### src/rtl/psfp_pkg.sv
// Function
// (RL1) Low-side undervoltage forces all low-side drives off
// (RL2) Low-side undervoltage fault output, minimum 20us
// (RL3) After low-side recovery, phase waits input rise
// (RL4) High-side undervoltage blocks own phase, no fault
// (RL5) High-side recovery waits for input rising edge
// (RL6) Overtemp asserts fault, low-side drives forced off
// (RL7) Overtemp fault lasts 20us minimum, extended
// (RL8) Overtemp clears only at hysteresis reset level
// (RL9) After overtemp clears, phase waits input rise
// (RL10) Temperature-output variant: controller stops switching itself
// (RL11) Undervoltage ignored until 10us filter elapses
// (RL12) Inputs and flags synchronised; rising edges detected
package psfp_pkg;
  localparam int CLK_HZ = 10_000_000;
  localparam int FAULT_PULSE_MIN_WIDTH_US = 20;
  localparam int UV_FILTER_US = 10;
  localparam int FAULT_PULSE_CYC = (FAULT_PULSE_MIN_WIDTH_US * CLK_HZ + 999_999) / 1_000_000;
  localparam int UV_FILTER_CYC = (UV_FILTER_US * CLK_HZ) / 1_000_000;
  localparam int PHASES = 3;
  localparam logic [8:0] FAULT_CNT_ZERO = 9'h000;
  localparam logic [7:0] UV_CNT_ZERO = 8'h00;

  // Per-phase control inputs from the controller
  typedef struct packed {
    logic [2:0] high_in;
    logic [2:0] low_in;
  } psfp_ctrl_t;

  // Protection flags from the analog side
  typedef struct packed {
    logic low_uv;
    logic [2:0] high_uv;
    logic overtemp;
  } psfp_flags_t;

  // Switch drive outputs
  typedef struct packed {
    logic [2:0] high_drv;
    logic [2:0] low_drv;
  } psfp_drive_t;

  typedef enum logic [1:0] {
    PSFP_RUN,
    PSFP_BLOCK,
    PSFP_ARM
  } psfp_gate_t;
endpackage

### src/rtl/psfp_sync.sv
`timescale 1ns/1ps
`default_nettype none
module psfp_sync #(
  parameter int W = 1
) (
  input wire logic core_clk,
  input wire logic srst,
  input wire logic [W-1:0] din,
  output logic [W-1:0] dout
);
  logic [W-1:0] meta;
  logic [W-1:0] next_meta;
  logic [W-1:0] next_dout;

  // Two stage synchroniser, first stage read only by second
  always_comb
  begin
    next_meta = srst ? '0 : din;
    next_dout = srst ? '0 : meta;
  end

  always_ff @(posedge core_clk)
  begin
    meta <= next_meta;
    dout <= next_dout;
  end
endmodule
`default_nettype wire

### src/rtl/psfp_top.sv
`timescale 1ns/1ps
`default_nettype none
module psfp_top (
  input wire logic core_clk,
  input wire logic srst,
  input wire psfp_pkg::psfp_ctrl_t ctrl,
  input wire psfp_pkg::psfp_flags_t flags,
  output psfp_pkg::psfp_drive_t drive,
  output logic fault_out
);
  import psfp_pkg::*;

  psfp_ctrl_t ctrl_s;
  psfp_flags_t flags_s;
  psfp_ctrl_t ctrl_d;
  psfp_ctrl_t next_ctrl_d;
  logic [7:0] low_uv_cnt;
  logic [7:0] next_low_uv_cnt;
  logic [7:0] high_uv_cnt [PHASES];
  logic [7:0] next_high_uv_cnt [PHASES];
  logic low_uv_trip;
  logic next_low_uv_trip;
  logic [2:0] high_uv_trip;
  logic [2:0] next_high_uv_trip;
  logic [8:0] fault_cnt;
  logic [8:0] next_fault_cnt;
  logic next_fault_out;
  psfp_gate_t low_gate [PHASES];
  psfp_gate_t next_low_gate [PHASES];
  psfp_gate_t high_gate [PHASES];
  psfp_gate_t next_high_gate [PHASES];
  psfp_drive_t next_drive;
  logic [2:0] low_rise;
  logic [2:0] high_rise;
  logic low_block;
  logic [2:0] prime;
  logic [2:0] next_prime;
  logic [8:0] fault_age;
  logic [8:0] next_fault_age;

  // Filter counter step: count while flag holds, hold at the filter length
  function automatic logic [7:0] filt_step(input logic flag, input logic [7:0] cnt);
    if (!flag)
      filt_step = UV_CNT_ZERO;
    else if (cnt < 8'(UV_FILTER_CYC))
      filt_step = cnt + 8'h01;
    else
      filt_step = cnt;
  endfunction

  // Gate state step: block while tripped, re-arm, run on input rise
  function automatic psfp_gate_t gate_step(input psfp_gate_t st, input logic trip,
                                           input logic rise);
    if (trip)
      gate_step = PSFP_BLOCK;
    else
    begin
      case (st)
        PSFP_BLOCK: gate_step = PSFP_ARM;
        PSFP_ARM: gate_step = rise ? PSFP_RUN : PSFP_ARM;
        default: gate_step = PSFP_RUN;
      endcase
    end
  endfunction

  // Synchronise inputs and flags
  psfp_sync #(.W(6)) u_sync_ctrl (
    .core_clk(core_clk),
    .srst(srst),
    .din(ctrl),
    .dout(ctrl_s)
  ); // RL12
  psfp_sync #(.W(5)) u_sync_flags (
    .core_clk(core_clk),
    .srst(srst),
    .din(flags),
    .dout(flags_s)
  ); // RL12

  // Rising edges of synchronised inputs; masked until the sync stages and
  // the delay flop hold real samples, so an input held high through reset
  // never counts as a fresh rise
  assign low_rise = ctrl_s.low_in & ~ctrl_d.low_in & {3{prime[2]}}; // RL12
  assign high_rise = ctrl_s.high_in & ~ctrl_d.high_in & {3{prime[2]}}; // RL12
  // Overtemp flag already carries hysteresis from the sensor comparator
  assign low_block = low_uv_trip | flags_s.overtemp; // RL8

  // Settling shift: fills with ones over the first three edges after reset
  always_comb
  begin
    next_prime = srst ? 3'h0 : {prime[1:0], 1'h1};
  end

  always_ff @(posedge core_clk)
  begin
    prime <= next_prime;
  end

  // Undervoltage filters and trip levels
  always_comb
  begin
    next_ctrl_d = srst ? '0 : ctrl_s;
    next_low_uv_cnt = srst ? UV_CNT_ZERO : filt_step(flags_s.low_uv, low_uv_cnt); // RL11
    next_low_uv_trip = !srst && flags_s.low_uv && low_uv_cnt == 8'(UV_FILTER_CYC); // RL11
    for (int i = 0; i < PHASES; i++)
    begin
      next_high_uv_cnt[i] = srst ? UV_CNT_ZERO : filt_step(flags_s.high_uv[i], high_uv_cnt[i]);
      next_high_uv_trip[i] = !srst && flags_s.high_uv[i]
                             && high_uv_cnt[i] == 8'(UV_FILTER_CYC); // RL11
    end
  end

  always_ff @(posedge core_clk)
  begin
    ctrl_d <= next_ctrl_d;
    low_uv_cnt <= next_low_uv_cnt;
    low_uv_trip <= next_low_uv_trip;
    high_uv_cnt <= next_high_uv_cnt;
    high_uv_trip <= next_high_uv_trip;
  end

  // Fault output: minimum width, extended while condition lasts
  always_comb
  begin
    next_fault_cnt = fault_cnt;
    if (srst)
      next_fault_cnt = FAULT_CNT_ZERO;
    else if (low_block)
      next_fault_cnt = 9'(FAULT_PULSE_CYC); // RL2 RL7
    else if (fault_cnt != FAULT_CNT_ZERO)
      next_fault_cnt = fault_cnt - 9'h001;
    next_fault_out = !srst && (low_block || fault_cnt > 9'h001); // RL2 RL6 RL7
  end

  always_ff @(posedge core_clk)
  begin
    fault_cnt <= next_fault_cnt;
    fault_out <= next_fault_out;
  end

  // Length of the present fault pulse, saturating at the minimum width
  always_comb
  begin
    next_fault_age = FAULT_CNT_ZERO;
    if (!srst && fault_out && fault_age < 9'(FAULT_PULSE_CYC))
      next_fault_age = fault_age + 9'h001;
    else if (!srst && fault_out)
      next_fault_age = fault_age;
  end

  always_ff @(posedge core_clk)
  begin
    fault_age <= next_fault_age;
  end

  // Gate state per phase and switch drives
  always_comb
  begin
    for (int i = 0; i < PHASES; i++)
    begin
      next_low_gate[i] = srst ? PSFP_ARM : gate_step(low_gate[i], low_block, low_rise[i]); // RL3 RL9
      next_high_gate[i] = srst ? PSFP_ARM : gate_step(high_gate[i], high_uv_trip[i],
                                                      high_rise[i]); // RL5
      next_drive.low_drv[i] = !srst && !low_block && ctrl_s.low_in[i]
                              && (low_gate[i] == PSFP_RUN || low_rise[i]
                                  && low_gate[i] == PSFP_ARM); // RL1 RL6
      next_drive.high_drv[i] = !srst && !high_uv_trip[i] && ctrl_s.high_in[i]
                               && (high_gate[i] == PSFP_RUN || high_rise[i]
                                   && high_gate[i] == PSFP_ARM); // RL4
    end
  end

  always_ff @(posedge core_clk)
  begin
    low_gate <= next_low_gate;
    high_gate <= next_high_gate;
    drive <= next_drive;
  end
endmodule
`default_nettype wire

### config.mk
export PLATFORM = sky130hd
export DESIGN_NAME = psfp_top
export DESIGN_NICKNAME = d
export VERILOG_FILES = /design/src/rtl/psfp_pkg.sv /design/src/rtl/psfp_sync.sv /design/src/rtl/psfp_top.sv
export SDC_FILE = /design/constraint.sdc
export NUM_CORES = 1
export LEC_CHECK = 0
export ABC_AREA = 1
export BUFFER_PORTS_ARGS = -buffer_cell sky130_fd_sc_hd__buf_4
export CELL_PAD_IN_SITES_DETAIL_PLACEMENT = 0
export CELL_PAD_IN_SITES_GLOBAL_PLACEMENT = 1
export CORE_MARGIN = 10
export CORE_UTILIZATION = 41
export CTS_CLUSTER_DIAMETER = 150
export CTS_CLUSTER_SIZE = 24
export DETAILED_ROUTE_END_ITERATION = 12
export GPL_ROUTABILITY_DRIVEN = 0
export PLACE_DENSITY_LB_ADDON = 0.1
export SYNTH_ARGS = -nofsm -noshare
export SYNTH_HDL_FRONTEND = slang
export SYNTH_HIERARCHICAL = 1
export SYNTH_SLANG_ARGS = --single-unit
### constraint.sdc
create_clock -name core_clk -period 1.1 [get_ports core_clk]
set_input_delay 0.165 -clock core_clk [delete_from_list [all_inputs] [get_ports core_clk]]
set_output_delay 0.165 -clock core_clk [all_outputs]
set_load 0.05 [all_outputs]
After elaboration in Yosys (flattened, before gate mapping)
Cells that the tools add are included.
W data, S select, Z words.
{ "word_totals": {"reg_bits": 95, "in_bits": 13, "output_inout_bits": 7, "wordCells": 139} }
{ "op_classes": {"addsub": 5, "magnitude_cmp": 5, "n_eq_ne": 16, "muxes": 21, "bitwise": 11, "reduce_logical": 56} }
{ "op_table": {"columns": ["cell", "count"], "rows": [
  ["$add A8 B1 Y8 const B", 4],
  ["$eq A8 B7 Y1 const B", 4],
  ["$lt A8 B7 Y1 const B", 4],
  ["$logic_and A1 B1 Y1", 31],
  ["$mux W2", 12],
  ["$pmux W2 S2", 6],
  ["$mux W8", 2],
  ["$and A3 B3 Y3", 4],
  ["$eq A2 B1 Y1 const B", 6],
  ["$eq A2 B2 Y1 const B", 6],
  ["$logic_not A2 Y1", 6],
  ["$reduce_or A2 Y1", 5],
  ["$gt A9 B1 Y1 const B", 1],
  ["$reduce_bool A9 Y1", 1],
  ["$sub A9 B1 Y9 const B", 1],
  ["$logic_or A1 B1 Y1", 7],
  ["$not A3 Y3", 2],
  ["$logic_not A1 Y1", 5],
  ["$not A1 Y1", 4],
  ["$reduce_bool A2 Y1", 1],
  ["$mux W1", 1],
  ["$or A1 B1 Y1", 1]
]} }

Logic depth before layout (Yosys ltp)
{ "logic_depth": {"word_depth": 6, "mapped_depth": 7, "ltp_nobuf": 7} }

Modules after synthesis
Netlist, hierarchy kept.
{ "by_module_without_submodules": {"columns": ["mod", "n_inst", "cells_per_inst", "area_per_inst_um2", "seq_area_each_um2"], "rows": [
  ["psfp_top", 1, 456, 3432.0, 1421.4],
  ["psfp_sync at u_sync_ctrl", 1, 37, 341.6, 240.2],
  ["psfp_sync at u_sync_flags", 1, 31, 286.5, 200.2]
]} }

Worst setup path after synthesis
No wires, ideal clock.
{ "synth_timing": {"path_kind": "register to register", "startpoint": "reg fault_cnt[0]", "endpoint": "reg fault_cnt[1]", "setup_time_ps": 120, "arrival_ps": 1077, "required_time_ps": 980, "setup_slack_ps": -97, "stages_incl_launch_ff": 8, "path_buffers": 0, "period_less_slack_ps": 1197, "path_cell_list": "dfxtp_1 inv_1 ha_1 inv_1 nor2_4 nand3_4 nand2_1 nor3b_2"} }
{ "synth_between": {"elab_chain_cells": 1, "word_cells_on_any_way": 2, "cone_classes": "add/sub: 1; reduce/logical: 1"} }
{ "synth_rtl": {"columns": ["element", "line", "text"], "rows": [
  ["start: declaration", "psfp_top.sv:25", "logic [8:0] fault_cnt;"],
  ["start signal: assignment", "psfp_top.sv:137", "fault_cnt <= next_fault_cnt;"],
  ["$sub A9 B1 Y9 or $reduce_bool A9 Y1 (tied branches)", "psfp_top.sv:131, psfp_top.sv:130", null]
]} }
Several ways; a longest one is shown, not always the timed one.
A chain may end at the register's enable or synchronous reset.

Worst setup path in the final report
{ "layout_timing": {"startpoint": "reg fault_cnt[1]", "endpoint": "reg fault_cnt[1]"} }
The elaborated chain is that of the path after synthesis.

==> run metrics <==
GRT overflow 0; setup ws final -60.5 ps; initial antenna violation count 0; Routed WL 7510 um; width of the chip 120 um; number of filler cells placed in the layout 969; Die Area 0.0143 mm2; leakage power total 2.38 nW; Setup Skew 8.60 ps; Seq/Total Area, Yosys 45.9%; Worst Setup End Kind flip-flop; GRT met3 Usage 3.33%; diode count 0; share of power burned in the clock network 29.4%; Rel. slew slack 79.2%; pin count of the biggest net entering global routing 15; Final Net Count 637; fin crit period 1160 ps; number of synthesized register bits 93; Routed wire per std cell 10.2 um; height of the chip 120 um; critical path class reg2reg; layer with the highest usage met2; met2 Use GR 17.7%; drt pass-1 iters 4; crit start category flip-flop; sequential group share of total power 45.0%; Worst VDD drop 0.00100 V; CTS tree built; DR vias/cell 4.41; Max Freq 0.862 GHz; DR vias 3236; cells after synthesis 524; core region area 0.00973 mm2; Synth Warn # 6; hpwl dp 5250 um; PwrDens 1630 mW/mm2; Synth Net Count 565; total CTS buffers 9; met1 Usage GRT 11.9%; Hold WC Path Type in2reg; H-tree depth 3; Worst EP arrival 1410 ps; First DRT Iteration DRCs 131; Initial Utilization 41.7%; # IOs 20; clk_lat worst skew 360 ps; number of global-route vias before repair 2972; status complete, but fails checks; gr usage total 10.5%; RSZ-0062 raised after global routing true; drt drc 0; failing checks setup timing; Internal 5.84 mW; row cnt 36; worst slew pin tran 312 ps; max-slew violation total from the final report 0; CTS clock-pin slew for the worst setup and hold paths 80 ps; Port Buf Inserts 19; area grow syn2layout 25.9%; maximum clock path buffer count 2; commonest non-fill, non-tap cells in the layout inv_1, nand2_1, nor2_1; first-pass GRT wire length 12600 um; layout cells sized above 1 27.3%; Max FO, Critical Path 5; Clock Tree Root clkbuf_8; R2R Setup Slk -60 ps; Max-Cap Viols 0; post-synth cell types 30; Final setup viols 9; Placed Area 0.00459 mm2; Net Sw Frac 29.8%; leading cell type in the layout, fill and taps excluded inv_1; Comb power frac 25.6%; NetSw 2.48 mW; Pwr Total 8.32 mW; Post-DRT Antenna Nets 0; # clock sinks 93; final hold viol count 0; final instance area 0.00511 mm2; critical path required time 1350 ps; Final period util 105%; Mapped Area 0.00406 mm2; Mapped Avg Cell Area 7.75 um2
## final cells by class
cell class                      count  area, um2  share of cell area (%)
Sequential cell                    93       1900                    37.2
Multi-Input combinational cell    314       1880                    36.8
Timing Repair Buffer               65        524                    10.3
Inverter                          113        427                    8.35
Tap cell                          133        166                    3.26
Clock buffer                       10        138                    2.69
Clock inverter                      5       75.1                    1.47
## path summary, 6_finish.rpt
| check | from | end | cells after the start |
|---|---|---|---|
| worst max register to register | fault_cnt[1]$_SDFFE_PP0P_ | fault_cnt[1]$_SDFFE_PP0P_ | 7 |
| worst min register to register | u_sync_flags/meta[1]$_SDFF_PP0_ | u_sync_flags/dout[1]$_SDFF_PP0_ | 2 |
| worst min-delay path | flags[2] | u_sync_flags/meta[2]$_SDFF_PP0_ | 3 |
| worst max-delay path | fault_cnt[1]$_SDFFE_PP0P_ | fault_cnt[1]$_SDFFE_PP0P_ | 7 |
## repair_timing
item | CTS | global route
hold endpoints to repair | 10 | 0
endpoints found under the setup margin | 9 | 39
pin swaps | 0 | 17
cloned | 1 | 2
buffers inserted | 0 | 2
gates resized for setup | 0 | 68
hold buffers | 10 | 0
## registers in the layout, indices dropped and copies added (netlist names), 4 cells and up
signal and count:
u_sync_ctrl/dout 6, u_sync_flags/dout 5, u_sync_flags/meta 5, ctrl_d 6, low_uv_cnt 8, high_gate 6, u_sync_ctrl/meta 6, high_uv_cnt 24
drive 6, low_gate 4, fault_cnt 9
## cells in the mapped netlist
cell type | count | area share (%)
a211oi_1 | 4 | 0.74
a21oi_1 | 36 | 4.4
a21oi_2 | 1 | 0.22
buf_1 | 1 | 0.092
buf_2 | 2 | 0.25
buf_6 | 4 | 1.1
clkinv_1 | 1 | 0.092
dfxtp_1 | 93 | 46
ha_1 | 28 | 8.6
inv_1 | 99 | 9.2
inv_2 | 12 | 1.1
inv_4 | 1 | 0.15
nand2_1 | 78 | 7.2
nand2_2 | 4 | 0.62
nand2_4 | 1 | 0.28
nand3_1 | 31 | 3.8
nand3_2 | 2 | 0.49
nand3_4 | 1 | 0.43
nand3b_1 | 1 | 0.18
nand4_1 | 11 | 1.7
nor2_1 | 72 | 6.7
nor2_2 | 4 | 0.62
nor2_4 | 3 | 0.83
nor3_1 | 7 | 0.86
nor3_2 | 4 | 0.99
nor3b_2 | 1 | 0.31
o21ai_0 | 3 | 0.37
o21ai_1 | 14 | 1.7
o21ai_2 | 1 | 0.22
xnor2_1 | 4 | 0.86
## power groups by stage
stage | clock, mW | sequential [mW] | combinational (mW)
2_1_floorplan | 0 | 3.86 | 1.27
3_3_place_gp | 0 | 3.80 | 1.89
3_5_place_dp | 0 | 3.80 | 1.92
4_1_cts | 2.57 | 3.73 | 1.99
5_1_grt | 2.68 | 3.78 | 2.40
6_report | 2.45 | 3.75 | 2.13
## worst max-delay path: stages, from the launching register on
cell and delay, ps:
dfxtp_2 330, inv_2 80, ha_4 150, inv_2 50, nor2_4 150, nand3_4 130
nor2_4 130, nor3b_2 40
## cells by family after synthesis
kind of cell	Yosys count	share of synthesized area, %
adders and majority gates	28	8.63
xor gates and xnor gates	4	0.863
and+or+nand+nor	220	25.0
AOI/OAI and AO/OA	59	7.70
DFF	93	45.9
buffers and inverters	120	12.0
## metal layers
| layer | wire length, um | up-vias |
|---|---|---|
| met1 | 3510 | 1439 |
| met2 | 3640 | 26 |
| li1 | - | 1761 |
| met4 | 97 | 0 |
| met5 | 0 | - |
| met3 | 258 | 10 |
## through the flow
step / worst slack (ps) / hold slack, ps / utilization [%] / cells / TNS, ps
CTS: -71.1 / 10.8 / 50.5 / 729 / -434
global route: -140 / 27.0 / 52.5 / 733 / -1060
detailed placement: -77.2 / 371 / 47.1 / 703 / -382
finish: -60.5 / 37.9 / 52.5 / 733 / -397
floorplan: 5.75 / 236 / - / 524 / 0
global placement: -47.6 / 363 / 47.1 / 703 / -67.0
(Power assumes the default switching activity.)
